File: src/hdl/bzw_map.vh
// bus zone timing: register map, field layout, regions and codes
`ifndef BZW_MAP_VH
`define BZW_MAP_VH
`define BZW_OFS_BUCFG   8'h00
`define BZW_OFS_IOZN    8'h04
`define BZW_OFS_Z0CFG   8'h08
`define BZW_OFS_Z2CFG   8'h0c
`define BZW_OFS_STATUS  8'h10
`define BZW_RST_BUCFG   16'h0007
`define BZW_RST_ZCFG    16'h069f
`define BZW_MSK_BUCFG   16'h0007
`define BZW_MSK_IOZN    16'h029f
`define BZW_MSK_ZCFG    16'h0eff
`define BZW_F_WAIT      2:0
`define BZW_F_HOLD      4:3
`define BZW_F_BURST_EN  5
`define BZW_F_BURST_WT  6
`define BZW_F_WIDTH     7
`define BZW_F_POST_IDLE 9
`define BZW_F_PRE_IDLE  10
`define BZW_F_FAST_RD   11
`define BZW_F_EARLY_WR  0
`define BZW_CLK_HZ      40000000
`define BZW_FAST_MAX_HZ 24000000
`define BZW_ZN_FLASH    3'h0
`define BZW_ZN_RAM      3'h1
`define BZW_ZN_PERIPH   3'h2
`define BZW_ZN_IO       3'h3
`define BZW_ZN_Z2       3'h4
`define BZW_ZN_NONE     3'h5
`define BZW_PH_IDLE     3'h0
`define BZW_PH_PRE      3'h1
`define BZW_PH_T1       3'h2
`define BZW_PH_WAIT     3'h3
`define BZW_PH_BWAIT    3'h4
`define BZW_PH_BT       3'h5
`define BZW_PH_HOLD     3'h6
`define BZW_Z2_LO       24'h400000
`define BZW_Z2_HI       24'h7fffff
`define BZW_RESP_OKAY   2'h0
`define BZW_RESP_SLVERR 2'h2
`endif

File: src/hdl/bzw_bus_timing.v
// bus zone timing top: register slave, region decode, cycle control
`timescale 1ns/1ps
`include "bzw_map.vh"
module bzw_bus_timing (
  input  wire        sys_clk,             // cpu clock, 40 MHz
  input  wire        rst_n,               // async reset, active low
  input  wire [7:0]  s_axi_awaddr,        // write address
  input  wire        s_axi_awvalid,       // write address valid
  output wire        s_axi_awready,       // write address ready
  input  wire [31:0] s_axi_wdata,         // write data
  input  wire [3:0]  s_axi_wstrb,         // write byte enables
  input  wire        s_axi_wvalid,        // write data valid
  output wire        s_axi_wready,        // write data ready
  output wire [1:0]  s_axi_bresp,         // write response
  output wire        s_axi_bvalid,        // write response valid
  input  wire        s_axi_bready,        // write response ready
  input  wire [7:0]  s_axi_araddr,        // read address
  input  wire        s_axi_arvalid,       // read address valid
  output wire        s_axi_arready,       // read address ready
  output wire [31:0] s_axi_rdata,         // read data
  output wire [1:0]  s_axi_rresp,         // read response
  output wire        s_axi_rvalid,        // read data valid
  input  wire        s_axi_rready,        // read data ready
  input  wire        cpu_req,             // cpu bus request, held to done
  input  wire [23:0] cpu_addr,            // cpu byte address
  input  wire        cpu_we,              // 1 write, 0 read
  input  wire        cpu_wide,            // 16-bit access
  output wire        cpu_ack,             // request taken
  output wire        cpu_done,            // cycle complete pulse
  output wire [23:0] bus_addr,            // address of current beat
  output wire [2:0]  bus_zone,            // region of current cycle
  output wire [2:0]  bus_phase,           // phase of current cycle
  output wire        zone2_select_strobe, // zone 2 select
  output wire        mem_rd_n,            // read strobe, active low
  output wire        mem_wr_n,            // write strobe, active low
  output wire        zone_width_select,   // 1 = 16-bit path
  output wire        internal_wait_cycle, // in a wait cycle
  output wire        burst_wait_cycle     // in a burst wait cycle
);
  // fast read limit checked against the fixed cpu clock
  wire fast_ok = (`BZW_CLK_HZ <= `BZW_FAST_MAX_HZ);

  // region decode, io zone wins over peripheral range
  function [2:0] zone_of;
    input [23:0] a;
    begin
      if (a <= 24'h03ffff || (a >= 24'h0e0000 && a <= 24'h0e1fff))
        zone_of = `BZW_ZN_FLASH;
      else if ((a >= 24'h0e8000 && a <= 24'h0e91ff) ||
               (a >= 24'h0ec000 && a <= 24'h0eebff))
        zone_of = `BZW_ZN_RAM;
      else if (a >= 24'hfffb00 && a <= 24'hfffbff)
        zone_of = `BZW_ZN_IO;
      else if ((a >= 24'h0ef000 && a <= 24'h0ef1ff) ||
               (a >= 24'hff0000 && a <= 24'hfffbff))
        zone_of = `BZW_ZN_PERIPH;
      else if (a >= `BZW_Z2_LO && a <= `BZW_Z2_HI)
        zone_of = `BZW_ZN_Z2;
      else
        zone_of = `BZW_ZN_NONE;
    end
  endfunction

  // byte-lane merge of a 16-bit register
  function [15:0] merge16;
    input [15:0] old;
    input [31:0] d;
    input [3:0]  s;
    input [15:0] m;
    reg   [15:0] v;
    begin
      v = old;
      if (s[0]) v[7:0] = d[7:0];
      if (s[1]) v[15:8] = d[15:8];
      merge16 = v & m;
    end
  endfunction

  // register file
  reg [15:0] bucfg_reg;
  reg [15:0] io_zone_reg;
  reg [15:0] z0cfg_reg;
  reg [15:0] z2cfg_reg;

  // axi4-lite write channel
  reg        aw_full_reg;
  reg [7:0]  aw_addr_reg;
  reg        w_full_reg;
  reg [31:0] w_data_reg;
  reg [3:0]  w_strb_reg;
  reg        bvalid_reg;
  reg [1:0]  bresp_reg;
  wire       wr_go = aw_full_reg && w_full_reg && !bvalid_reg;

  assign s_axi_awready = !aw_full_reg;
  assign s_axi_wready  = !w_full_reg;
  assign s_axi_bvalid  = bvalid_reg;
  assign s_axi_bresp   = bresp_reg;

  always @(posedge sys_clk or negedge rst_n) begin
    if (!rst_n) begin
      aw_full_reg <= 1'b0;
      aw_addr_reg <= 8'h00;
      w_full_reg  <= 1'b0;
      w_data_reg  <= 32'h00000000;
      w_strb_reg  <= 4'h0;
      bvalid_reg  <= 1'b0;
      bresp_reg   <= `BZW_RESP_OKAY;
      bucfg_reg   <= `BZW_RST_BUCFG;
      io_zone_reg <= `BZW_RST_ZCFG;
      z0cfg_reg   <= `BZW_RST_ZCFG;
      z2cfg_reg   <= `BZW_RST_ZCFG;
    end else begin
      if (s_axi_awvalid && !aw_full_reg) begin
        aw_full_reg <= 1'b1;
        aw_addr_reg <= s_axi_awaddr;
      end
      if (s_axi_wvalid && !w_full_reg) begin
        w_full_reg <= 1'b1;
        w_data_reg <= s_axi_wdata;
        w_strb_reg <= s_axi_wstrb;
      end
      if (bvalid_reg && s_axi_bready)
        bvalid_reg <= 1'b0;
      if (wr_go) begin
        aw_full_reg <= 1'b0;
        w_full_reg  <= 1'b0;
        bvalid_reg  <= 1'b1;
        bresp_reg   <= `BZW_RESP_OKAY;
        case (aw_addr_reg)
          `BZW_OFS_BUCFG: bucfg_reg <= merge16(bucfg_reg, w_data_reg,
                                               w_strb_reg, `BZW_MSK_BUCFG);
          `BZW_OFS_IOZN: io_zone_reg <= merge16(io_zone_reg, w_data_reg,
                                                w_strb_reg, `BZW_MSK_IOZN);
          `BZW_OFS_Z0CFG: z0cfg_reg <= merge16(z0cfg_reg, w_data_reg,
                                               w_strb_reg, `BZW_MSK_ZCFG);
          `BZW_OFS_Z2CFG: z2cfg_reg <= merge16(z2cfg_reg, w_data_reg,
                                               w_strb_reg, `BZW_MSK_ZCFG);
          `BZW_OFS_STATUS: bresp_reg <= `BZW_RESP_OKAY;
          default: bresp_reg <= `BZW_RESP_SLVERR;
        endcase
      end
    end
  end

  // axi4-lite read channel
  reg        rvalid_reg;
  reg [31:0] rdata_reg;
  reg [1:0]  rresp_reg;
  reg [15:0] status_val;

  assign s_axi_arready = !rvalid_reg;
  assign s_axi_rvalid  = rvalid_reg;
  assign s_axi_rdata   = rdata_reg;
  assign s_axi_rresp   = rresp_reg;

  always @(posedge sys_clk or negedge rst_n) begin
    if (!rst_n) begin
      rvalid_reg <= 1'b0;
      rdata_reg  <= 32'h00000000;
      rresp_reg  <= `BZW_RESP_OKAY;
    end else begin
      if (rvalid_reg && s_axi_rready)
        rvalid_reg <= 1'b0;
      if (s_axi_arvalid && !rvalid_reg) begin
        rvalid_reg <= 1'b1;
        rresp_reg  <= `BZW_RESP_OKAY;
        case (s_axi_araddr)
          `BZW_OFS_BUCFG:  rdata_reg <= {16'h0000, bucfg_reg};
          `BZW_OFS_IOZN:   rdata_reg <= {16'h0000, io_zone_reg & `BZW_MSK_IOZN};
          `BZW_OFS_Z0CFG:  rdata_reg <= {16'h0000, z0cfg_reg};
          `BZW_OFS_Z2CFG:  rdata_reg <= {16'h0000, z2cfg_reg};
          `BZW_OFS_STATUS: rdata_reg <= {16'h0000, status_val};
          default: begin
            rdata_reg <= 32'h00000000;
            rresp_reg <= `BZW_RESP_SLVERR;
          end
        endcase
      end
    end
  end

  // cycle state
  reg [2:0]  zone_reg;
  reg [2:0]  last_zone_reg;
  reg [23:0] addr_reg;
  reg        we_reg;
  reg        width_reg;
  reg        post_en_reg;
  reg        post_pend_reg;
  wire       seq_busy;
  wire       seq_done;
  wire       seq_beat;
  wire [2:0] seq_phase;

  // timing chosen for the request on offer
  wire [2:0] nz      = zone_of(cpu_addr);
  wire       chg     = (nz != last_zone_reg);
  wire       early   = bucfg_reg[`BZW_F_EARLY_WR];
  // zone 0 fast read dropped when the clock is above its limit
  wire       z0_fast = z0cfg_reg[`BZW_F_FAST_RD] && fast_ok;
  wire       z2_fast = z2cfg_reg[`BZW_F_FAST_RD];
  reg  [3:0] t_wait;
  reg  [1:0] t_hold;
  reg        t_pre_en;
  reg        t_pre_force;
  reg        t_post;
  reg        t_burst;
  reg        t_bwait;
  reg        t_two;
  reg        t_wide;
  wire [1:0] t_pre = {1'b0, t_pre_force | (t_pre_en & chg)} +
                     {1'b0, post_pend_reg & chg};

  always @* begin
    t_wait      = 4'h0;
    t_hold      = 2'h0;
    t_pre_en    = 1'b0;
    t_pre_force = 1'b0;
    t_post      = 1'b0;
    t_burst     = 1'b0;
    t_bwait     = 1'b0;
    t_two       = 1'b0;
    t_wide      = 1'b1;
    case (nz)
      `BZW_ZN_FLASH: begin
        t_wide   = z0cfg_reg[`BZW_F_WIDTH];
        t_pre_en = z0cfg_reg[`BZW_F_PRE_IDLE];
        t_post   = z0cfg_reg[`BZW_F_POST_IDLE];
        t_two    = cpu_wide && !z0cfg_reg[`BZW_F_WIDTH];
        if (z0_fast) begin
          t_wait = cpu_we ? 4'h1 : 4'h0;
        end else begin
          t_wait = {1'b0, z0cfg_reg[`BZW_F_WAIT]} + 4'h1 +
                   {3'h0, cpu_we & early};
          t_hold = z0cfg_reg[`BZW_F_HOLD];
        end
      end
      `BZW_ZN_RAM: t_wide = 1'b1;
      `BZW_ZN_PERIPH: begin
        t_wait      = 4'h1;
        t_pre_force = 1'b1;
      end
      `BZW_ZN_IO: begin
        t_wide = io_zone_reg[`BZW_F_WIDTH];
        t_post = io_zone_reg[`BZW_F_POST_IDLE];
        t_wait = {1'b0, io_zone_reg[`BZW_F_WAIT]} + 4'h1;
        t_hold = io_zone_reg[`BZW_F_HOLD];
        t_two  = cpu_wide && !io_zone_reg[`BZW_F_WIDTH];
      end
      `BZW_ZN_Z2: begin
        t_wide   = z2cfg_reg[`BZW_F_WIDTH];
        t_pre_en = z2cfg_reg[`BZW_F_PRE_IDLE];
        t_post   = z2cfg_reg[`BZW_F_POST_IDLE];
        if (z2_fast) begin
          t_wait = cpu_we ? 4'h1 : 4'h0;
        end else begin
          t_wait = {1'b0, z2cfg_reg[`BZW_F_WAIT]} + 4'h1;
          t_hold = z2cfg_reg[`BZW_F_HOLD];
        end
        if (cpu_wide && !z2cfg_reg[`BZW_F_WIDTH]) begin
          if (!cpu_we && !z2_fast && z2cfg_reg[`BZW_F_BURST_EN]) begin
            t_burst = 1'b1;
            t_bwait = z2cfg_reg[`BZW_F_BURST_WT];
          end else begin
            t_two = 1'b1;
          end
        end
      end
      default: t_wide = 1'b1;
    endcase
  end

  // no new request in the done cycle, so done never overlaps a start
  wire accept = cpu_req && !seq_busy && !seq_done;
  assign cpu_ack = accept;

  always @(posedge sys_clk or negedge rst_n) begin
    if (!rst_n) begin
      zone_reg      <= `BZW_ZN_FLASH;
      last_zone_reg <= `BZW_ZN_FLASH;
      addr_reg      <= 24'h000000;
      we_reg        <= 1'b0;
      width_reg     <= 1'b1;
      post_en_reg   <= 1'b0;
      post_pend_reg <= 1'b0;
    end else begin
      if (accept) begin
        zone_reg      <= nz;
        last_zone_reg <= nz;
        addr_reg      <= cpu_addr;
        we_reg        <= cpu_we;
        width_reg     <= t_wide;
        post_en_reg   <= t_post;
        post_pend_reg <= 1'b0;
      end else if (seq_done) begin
        post_pend_reg <= post_en_reg;
      end
    end
  end

  bzw_cycle_seq u_seq (
    .sys_clk  (sys_clk),
    .rst_n    (rst_n),
    .start    (accept),
    .pre_n    (t_pre),
    .wait_n   (t_wait),
    .hold_n   (t_hold),
    .burst    (t_burst),
    .bwait    (t_bwait),
    .two_beat (t_two),
    .phase    (seq_phase),
    .beat     (seq_beat),
    .busy     (seq_busy),
    .done     (seq_done)
  );

  // pin strobes decoded from sequencer state
  wire in_cyc = (seq_phase == `BZW_PH_T1) || (seq_phase == `BZW_PH_WAIT) ||
                (seq_phase == `BZW_PH_BWAIT) || (seq_phase == `BZW_PH_BT);
  wire in_sel = in_cyc || (seq_phase == `BZW_PH_HOLD);

  assign cpu_done            = seq_done;
  assign bus_addr            = {addr_reg[23:1], addr_reg[0] | seq_beat};
  assign bus_zone            = zone_reg;
  assign bus_phase           = seq_phase;
  assign zone2_select_strobe = in_sel && (zone_reg == `BZW_ZN_Z2);
  assign mem_rd_n            = !(in_cyc && !we_reg);
  assign mem_wr_n            = !(in_cyc && we_reg);
  assign zone_width_select   = width_reg;
  assign internal_wait_cycle = (seq_phase == `BZW_PH_WAIT);
  assign burst_wait_cycle    = (seq_phase == `BZW_PH_BWAIT);

  always @* begin
    status_val      = 16'h0000;
    status_val[0]   = seq_busy;
    status_val[3:1] = last_zone_reg;
    status_val[4]   = post_pend_reg;
    status_val[5]   = z0cfg_reg[`BZW_F_FAST_RD] && !fast_ok;
    status_val[6]   = width_reg;
  end
endmodule // bzw_bus_timing

File: src/hdl/bzw_cycle_seq.v
// bus cycle sequencer: idle, T1, wait, burst and hold phases
`timescale 1ns/1ps
`include "bzw_map.vh"
module bzw_cycle_seq (
  input  wire       sys_clk,  // cpu clock
  input  wire       rst_n,    // async reset, active low
  input  wire       start,    // begin a cycle, only while idle
  input  wire [1:0] pre_n,    // idle cycles before T1
  input  wire [3:0] wait_n,   // wait cycles after T1
  input  wire [1:0] hold_n,   // hold cycles
  input  wire       burst,    // second beat as burst transfer
  input  wire       bwait,    // burst wait before burst beat
  input  wire       two_beat, // repeat full cycle for second byte
  output wire [2:0] phase,    // current phase
  output wire       beat,     // second byte beat
  output wire       busy,     // cycle under way
  output wire       done      // one-cycle pulse at completion
);
  localparam [2:0] PH_IDLE  = `BZW_PH_IDLE;
  localparam [2:0] PH_PRE   = `BZW_PH_PRE;
  localparam [2:0] PH_T1    = `BZW_PH_T1;
  localparam [2:0] PH_WAIT  = `BZW_PH_WAIT;
  localparam [2:0] PH_BWAIT = `BZW_PH_BWAIT;
  localparam [2:0] PH_BT    = `BZW_PH_BT;
  localparam [2:0] PH_HOLD  = `BZW_PH_HOLD;
  reg [2:0] phase_reg, phase_next;
  reg [3:0] cnt_reg, cnt_next;
  reg       beat_reg, beat_next;
  reg       done_reg;
  reg [3:0] wait_reg;
  reg [1:0] hold_reg;
  reg       burst_reg, bwait_reg, two_reg;
  wire       last_beat = !(two_reg && !beat_reg);
  wire [2:0] fin_ph    = last_beat ? PH_IDLE : PH_T1;
  wire [2:0] hold_ph   = (hold_reg != 2'h0) ? PH_HOLD : fin_ph;
  wire [2:0] aw_ph     = (burst_reg && !beat_reg) ?
                         (bwait_reg ? PH_BWAIT : PH_BT) : hold_ph;
  always @* begin
    phase_next = phase_reg;
    cnt_next   = cnt_reg - 4'h1;
    beat_next  = beat_reg;
    case (phase_reg)
      PH_IDLE: begin
        beat_next = 1'b0;
        if (start) begin
          phase_next = (pre_n != 2'h0) ? PH_PRE : PH_T1;
          cnt_next   = {2'h0, pre_n} - 4'h1;
        end
      end
      PH_PRE:  if (cnt_reg == 4'h0) phase_next = PH_T1;
      PH_T1: begin
        phase_next = (wait_reg != 4'h0) ? PH_WAIT : aw_ph;
        cnt_next   = wait_reg - 4'h1;
      end
      PH_WAIT: if (cnt_reg == 4'h0) phase_next = aw_ph;
      PH_BWAIT: phase_next = PH_BT;
      PH_BT:   phase_next = hold_ph;
      PH_HOLD: if (cnt_reg == 4'h0) phase_next = fin_ph;
      default: phase_next = PH_IDLE;
    endcase
    if (phase_next == PH_HOLD && phase_reg != PH_HOLD)
      cnt_next = {2'h0, hold_reg} - 4'h1;
    if (phase_next == PH_BT || (phase_next == PH_T1 && phase_reg != PH_IDLE &&
        phase_reg != PH_PRE))
      beat_next = 1'b1;
  end
  always @(posedge sys_clk or negedge rst_n) begin
    if (!rst_n) begin
      phase_reg <= PH_IDLE;
      cnt_reg   <= 4'h0;
      beat_reg  <= 1'b0;
      done_reg  <= 1'b0;
      wait_reg  <= 4'h0;
      hold_reg  <= 2'h0;
      burst_reg <= 1'b0;
      bwait_reg <= 1'b0;
      two_reg   <= 1'b0;
    end else begin
      phase_reg <= phase_next;
      cnt_reg   <= cnt_next;
      beat_reg  <= beat_next;
      done_reg  <= (phase_reg != PH_IDLE) && (phase_next == PH_IDLE);
      if (phase_reg == PH_IDLE && start) begin
        wait_reg  <= wait_n;
        hold_reg  <= hold_n;
        burst_reg <= burst;
        bwait_reg <= bwait;
        two_reg   <= two_beat;
      end
    end
  end
  assign phase = phase_reg;
  assign beat  = beat_reg;
  assign busy  = (phase_reg != PH_IDLE);
  assign done  = done_reg;
endmodule // bzw_cycle_seq

File: config.mk
export PLATFORM = sky130hd
export DESIGN_NAME = bzw_bus_timing
export DESIGN_NICKNAME = d
export VERILOG_FILES = /design/src/hdl/bzw_bus_timing.v /design/src/hdl/bzw_cycle_seq.v
export VERILOG_INCLUDE_DIRS = /design/src /design/src/hdl
export SDC_FILE = /design/constraint.sdc
export NUM_CORES = 1
export LEC_CHECK = 0
export BUFFER_PORTS_ARGS = -buffer_cell sky130_fd_sc_hd__buf_2
export CELL_PAD_IN_SITES_DETAIL_PLACEMENT = 0
export CELL_PAD_IN_SITES_GLOBAL_PLACEMENT = 2
export CORE_ASPECT_RATIO = 0.8
export CORE_MARGIN = 10
export CORE_UTILIZATION = 30
export DETAILED_ROUTE_END_ITERATION = 10
export HOLD_SLACK_MARGIN = 0.05
export PLACE_DENSITY = 0.74
export SYNTH_ARGS = -nofsm -noshare
export SYNTH_HDL_FRONTEND = slang
export SYNTH_HIERARCHICAL = 1
export SYNTH_SLANG_ARGS = --single-unit
File: constraint.sdc
create_clock -name sys_clk -period 3.5 [get_ports sys_clk]
set_clock_uncertainty 0.15 [all_clocks]
set_input_delay 0.35 -clock sys_clk [delete_from_list [all_inputs] [get_ports sys_clk]]
set_output_delay 0.35 -clock sys_clk [all_outputs]
set_load 0.02 [all_outputs]
==> results.json, run 1 <==
{
  "outcome": "complete, no violations",
  "slowest_stage": "dlygate4sd3_1",
  "cts_buffer_depth": 2,
  "pre_cts_slack_ns": -0.371,
  "routabilityCongestion": 0.837,
  "synthCells": 633,
  "path_cells": "dlygate4sd3_1 > nand4_1 > buf_4 > nor4_2 > o21ai_2 > nand4_2 > xnor2_1 > o31a_1 > ha_4 > inv_2 > ha_4 > a31oi_4 > a221oi_4 > nor3b_4 > mux2i_1",
  "grt_setup_unrepaired": "false",
  "fin_ws_ns": 0.140,
  "overflow": 0,
  "postRouteAntennaNets": 0,
  "die_w_um": 185,
  "ys_async_sr_fraction": 1.00,
  "ff_latch_area_um2": 3010,
  "antenna_found_initial": 0,
  "wl_per_cell_um": 17.5,
  "final_cell_count_no_fill": 1092,
  "worst_setup_path_end_kind": "register",
  "worstSetupStartpointType": "input pin",
  "timing.final.crit_share": 0.960,
  "ir_worst_vdd_mv": 0.372,
  "synth_area_leaders": "dfrtp_1, dfstp_2, mux2_2",
  "crit_top_cell": "ha_4",
  "dieHeight_um": 152,
  "fin_area_um2": 8520,
  "layout_commonest_cell": "buf_2",
  "grt_pass1_wl_um": 31100,
  "clk_latency_ns": 0.42,
  "utilization": 0.396,
  "coreArea_um2": 21500,
  "dp_cells": 1020,
  "netlist.area_leader.share": 0.353,
  "synth-seq-cells": 119,
  "fmax_mhz": 298,
  "io-pin-count": 165,
  "synth_ff_type": "dfrtp_1",
  "drc_errors": 0,
  "fill_cells": 2136,
  "p_leak_nw": 3.91,
  "viasPerCell": 4.85,
  "row_count": 48,
  "cts.sinks": 119,
  "num_vias": 5296,
  "hold_viol": 0,
  "h-tree-depth": 4,
  "hpwl_um": 14300,
  "yosysTopAreaCell": "dfrtp_1",
  "setup_viol": 0,
  "cts_tree": "done",
  "layout-drive-gt1-share": 0.387,
  "die_area_um2": 28100,
  "io_buffers": 118,
  "grt_util_all_layers": 0.139,
  "first_iter_violations": 231,
  "grt_max_degree": 55,
  "n_antenna_cell": 0,
  "cts-root-buf": "clkbuf_16",
  "crit_fanout": 4,
  "power_mw": 6.40,
  "yosysSeqAreaShare": 0.461,
  "clkTransAtPathRegs_ns": 0.06,
  "fin_crit_ns": 3.36,
  "cellPowerDensity_nw_per_um2": 751,
  "grt_pass1_vias": 5663,
  "hold_depth": 4,
  "synth_area_um2": 6530,
  "nets": 900,
  "numCtsBuffers": 17,
  "largest_reg_flops": 24,
  "synth_edf_count": 0,
  "multiInputGateArea_um2": 3110,
  "crit_arrival_ns": 3.55,
  "synthDistinctLibCells": 83,
  "slowest_delay_ns": 0.57,
  "worstPathRequired_ns": 3.69,
  "hp-class": "in2reg",
  "slew_headroom": 0.459,
  "placed_area_um2": 7390,
  "worst_pin_slew_ns": 0.801,
  "yosys_warnings": 6,
  "postSynthAreaPerCell_um2": 10.3,
  "finalSetupTns_ns": 0,
  "area_growth_pct": 30.5,
  "cap_violations": 0,
  "dr.pass1.iters": 6,
  "wl_um": 19100,
  "slew_violations": 0,
  "timing.hold.ws_ns": 0.0792,
  "worst-setup-path-type": "in2reg",
  "final_cell_mix": "buf_2, nand2_1, dfrtp_1",
  "r2r_cells": 8,
  "initial_core_util": 0.304
}
==> cells in the mapped netlist, types with 4 or more instances <==
master	count
and2_1	4
o22ai_1	6
clkbuf_1	14
a22o_1	7
mux2_2	56
o31a_1	4
mux2_1	7
o21ai_0	28
nand3_1	6
nand2_1	109
xnor2_1	4
buf_2	4
nor3b_1	4
a22oi_1	11
dfstp_2	27
dfrtp_1	92
xor2_1	5
nor2b_1	10
buf_4	47
a31oi_1	5
o21ai_1	8
nand2b_1	4
a222oi_1	6
or3_1	4
a21oi_1	10
o21a_1	5
nor3_1	7
nor4_1	5
nor2_1	19
nand4_1	9
ha_1	10
inv_1	25
==> cell families (layout without fill, tap and decap cells) <==
kind of cell	count (synthesis)	count (layout)	share of synthesized area
flip-flops	119	119	0.461
adder cells (fa/ha/maj)	10	10	0.0192
multiplexers	66	66	0.113
XOR/XNOR	9	9	0.0121
AO/OA/AOI/OAI	118	118	0.132
other	1	23	0.000575
AND/OR/NAND/NOR	214	214	0.175
buffers and inverters	96	258	0.0865
==> final cells by class <==
cell class	count	area share
clock buffers	18	0.0516
clock inverters	14	0.0234
well taps	275	0.0404
inverters	27	0.0119
multi-input cells	440	0.365
flip-flops and latches	119	0.354
repair buffers	199	0.154
==> routing by layer <==
metal	vias up	share of wire	wire [um]	track usage
met3	23	0.061	1170	0.0434
met2	135	0.48	9220	0.221
met4	0	0.014	269	0.0429
li1	2531	-	-	-
met1	2607	0.44	8450	0.176
met5	-	0	0	0
==> where the power goes <==
| group | switching (mW) | internal [mW] |
|---|---|---|
| registers | 0.373 | 1.85 |
| clock network | 0.680 | 1.22 |
| logic | 1.32 | 0.960 |
==> timing repair <==
action                                 4_1_cts  5_1_grt
resized for setup                            0       16
hold buffers                                39        0
endpoints found under the hold margin       72        0
setup endpoints to repair                    0        7
setup buffers                                0        4
==> path summary, 6_finish.rpt <==
check | to | start | slack, ns
worst max-delay path | u_seq/cnt_reg[1] | cpu_addr[0] | 0.14
worst min-delay path | addr_reg[21] | cpu_addr[21] | 0.08
worst max register to register | u_seq/cnt_reg[1] | u_seq/phase[0] | 0.47
worst min register to register | u_seq/cnt_reg[0] | u_seq/hold_reg[0] | 0.32
max in group asynchronous | z0cfg_reg[7] | rst_n | 1.85
min in group asynchronous | aw_addr_reg[7] | rst_n | 0.38
==> worst max-delay path, delay by kind of cell <==
kind                     cells  cell delay (ns)
AO/OA/AOI/OAI                4             0.85
buffers and inverters        3             0.82
AND/OR/NAND/NOR              4             0.81
adder cells (fa/ha/maj)      2             0.41
multiplexers                 1             0.22
XOR/XNOR                     1             0.09
(Power assumes the default switching activity.)
==> run 2, diff against run 1 <==
--- a/config.mk
+++ b/config.mk
@@ -17,5 +17,4 @@
 export PLACE_DENSITY = 0.74
 export SYNTH_ARGS = -nofsm -noshare
 export SYNTH_HDL_FRONTEND = slang
-export SYNTH_HIERARCHICAL = 1
 export SYNTH_SLANG_ARGS = --single-unit
==> constraint.sdc (replaced) <==
create_clock -name sys_clk -period 2.8 [get_ports sys_clk]
set_clock_uncertainty 0.15 [all_clocks]
set_input_delay 0.28 -clock sys_clk [delete_from_list [all_inputs] [get_ports sys_clk]]
set_output_delay 0.28 -clock sys_clk [all_outputs]
set_load 0.02 [all_outputs]
==> results.json, run 2 <==
{
  "slew_violations": 0,
  "p_comb_frac": 0.339,
  "synthCells": 595,
  "min_to": "addr_reg[14]",
  "ir_worst_vdd_mv": 0.557,
  "initial_core_util": 0.304,
  "n_antenna_cell": 0,
  "row_count": 47,
  "worstSetupStartpointType": "input pin",
  "grt_max_degree": 51,
  "postSynthAreaPerCell_um2": 10.5,
  "clockPowerShare": 0.287,
  "yosys.area_share.xor_xnor": 0.0126,
  "synth_most_common_cell": "nand2_1",
  "fmax_mhz": 388,
  "placed_area_um2": 7150,
  "setup_viol": 0,
  "dr.pass1.iters": 5,
  "io-pin-count": 165,
  "yosysSeqAreaShare": 0.481,
  "num_vias": 5017,
  "post_cts_buffers": 0,
  "synth_edf_count": 0,
  "synth-seq-cells": 119,
  "reg2reg_slack_ns": 0.50,
  "cts-root-buf": "clkbuf_16",
  "synthDistinctLibCells": 74,
  "crit_fanout": 4,
  "layout_commonest_cell": "buf_2",
  "outcome": "complete, no violations",
  "worst_setup_path_end_kind": "register",
  "largest_reg_flops": 24,
  "synth_compound_area_frac": 0.113,
  "die_area_um2": 27100,
  "hold_depth": 4,
  "clk_latency_ns": 0.42,
  "synth_area_leaders": "dfrtp_1, dfstp_2, mux2_2",
  "fill_cells": 2062,
  "cts_buffer_depth": 2,
  "muxShareOfSynthArea": 0.129,
  "synth-simple-area-share": 0.161,
  "nets": 874,
  "final_cell_mix": "buf_2, nand2_1, dfrtp_1",
  "power_switching_share": 0.365,
  "grt_util_all_layers": 0.135,
  "postRouteAntennaNets": 0,
  "clkTransAtPathRegs_ns": 0.06,
  "synth_area_um2": 6260,
  "cap_violations": 0,
  "p_leak_nw": 3.87,
  "numCtsBuffers": 17,
  "synth_ff_type": "dfrtp_1",
  "utilization": 0.399,
  "viasPerCell": 4.73,
  "h-tree-depth": 4,
  "overflow": 0,
  "cts_tree": "done",
  "crit_arrival_ns": 2.76,
  "synthAdderAreaFrac": 0.0200,
  "wl_um": 18100,
  "hp-class": "in2reg",
  "layout-drive-gt1-share": 0.373,
  "yosysTopAreaCell": "dfrtp_1",
  "io_buffers": 118,
  "switchingPower_mw": 2.69,
  "first_iter_violations": 271,
  "area_growth_pct": 31.2,
  "hpwl_um": 13600,
  "power_mw": 7.38,
  "worst-setup-path-type": "in2reg",
  "seq_power_share": 0.375,
  "internal_power_mw": 4.69,
  "cellPowerDensity_nw_per_um2": 899,
  "grt_pass1_vias": 5316,
  "hold_viol": 0,
  "fin_crit_ns": 2.58,
  "synth_top_family_by_area": "simple AND/OR/NAND/NOR gates",
  "r2r_cells": 8,
  "min-delay-start": "cpu_addr[14]",
  "routabilityCongestion": 0.818,
  "synth_common_cells": "nand2_1, dfrtp_1, mux2_2",
  "yosys_warnings": 0,
  "reg2reg_from": "u_seq.cnt_reg[0]",
  "antenna_found_initial": 0,
  "worst_pin_slew_ns": 0.723,
  "dieHeight_um": 149,
  "coreArea_um2": 20600,
  "slew_headroom": 0.514,
  "wl_per_cell_um": 17.0,
  "r2r-end": "u_seq.cnt_reg[0]",
  "netlist.area_leader.share": 0.368,
  "timing.hold.ws_ns": 0.0644,
  "ys_async_sr_fraction": 1.00,
  "cts.sinks": 119,
  "grt_setup_unrepaired": "false",
  "worstPathRequired_ns": 2.98,
  "die_w_um": 182,
  "drc_errors": 0,
  "timing.final.crit_share": 0.920,
  "fin_area_um2": 8210,
  "grt_pass1_wl_um": 29300
}
## run 2: cell types whose count changed after synthesis, moves of 4 or more
cell and change:
nand2b_1 +7, a22o_1 -4, mux2_2 -4, clkbuf_1 -5, o31a_1 -4, inv_1 -7, o21ai_1 -7, o21ai_0 -7
mux2i_1 +8, mux2_1 -7
## run 2: layer usage
metal  wire length (um)  global-route usage
met2               8480               0.213
met5                  0                   0
met4                215              0.0402
met1               8340               0.176
met3               1020              0.0376
## run 2: cells by family (layout without fill, tap and decap cells)
kind of cell	count (synthesis)	count (layout)
compound gates	98	98
xor+xnor	9	9
fa+ha+maj	10	10
buf+inv	85	259
flops	119	119
mux	69	69
other cells	1	23
simple gates	204	204
## run 2: worst max-delay path by stage
| stage | startpoint | end | slack (ns) | depth (start not counted) |
|---|---|---|---|---|
| 2_1_floorplan | cpu_addr[10] | u_seq.cnt_reg[0] | 0.17 | 12 |
| 3_3_place_gp | cpu_addr[10] | u_seq.cnt_reg[1] | -0.18 | 12 |
| 3_5_place_dp | cpu_addr[10] | u_seq.cnt_reg[0] | -0.22 | 12 |
| 4_1_cts | cpu_addr[10] | u_seq.cnt_reg[0] | 0.20 | 12 |
| 5_1_grt | cpu_addr[10] | u_seq.beat | 0.003 | 13 |
| 6_report | cpu_addr[10] | u_seq.cnt_reg[0] | 0.22 | 12 |
## run 2: power by group through the flow
| stage | logic (mW) | registers, mW | clock network (mW) |
|---|---|---|---|
| finish | 2.50 | 2.76 | 2.12 |
| global route | 2.77 | 2.86 | 2.23 |
| CTS | 2.53 | 2.76 | 2.15 |
| detailed placement | 2.46 | 2.79 | 0 |
| global placement | 2.41 | 2.75 | 0 |
| floorplan | 1.87 | 2.70 | 0 |
## run 2: cell type report
class / count / area (um^2) / share of cell area
multi-input cells: 413 / 2820 / 0.343
inverters: 19 / 71.3 / 0.00868
repair buffers: 208 / 1400 / 0.171
clock buffers: 23 / 468 / 0.0570
well taps: 269 / 337 / 0.0410
flip-flops and latches: 119 / 3010 / 0.367
clock inverters: 9 / 104 / 0.0126
## run 2: what timing repair did
action,4_1_cts,5_1_grt
gates resized for setup,0,1
hold buffers,49,0
endpoints found under the setup margin,0,2
hold endpoints to repair,81,0
## run 2: critical path, stage by stage
cell	delay, ns
buf_2	0.10
nand4b_1	0.17
nor4_1	0.33
o2111ai_1	0.20
a21oi_2	0.21
mux2i_1	0.27
a2bb2oi_1	0.24
ha_1	0.22
nand2_1	0.07
o311ai_2	0.09
and4b_2	0.35
mux2i_1	0.21
## run 2: through the flow
stage | instances | TNS, ns | worst slack (ns)
floorplan | 617 | 0 | 0.168
global placement | 979 | -0.589 | -0.175
detailed placement | 979 | -0.783 | -0.223
CTS | 1060 | 0 | 0.204
global route | 1060 | 0 | 0.00250
finish | 1060 | 0 | 0.223
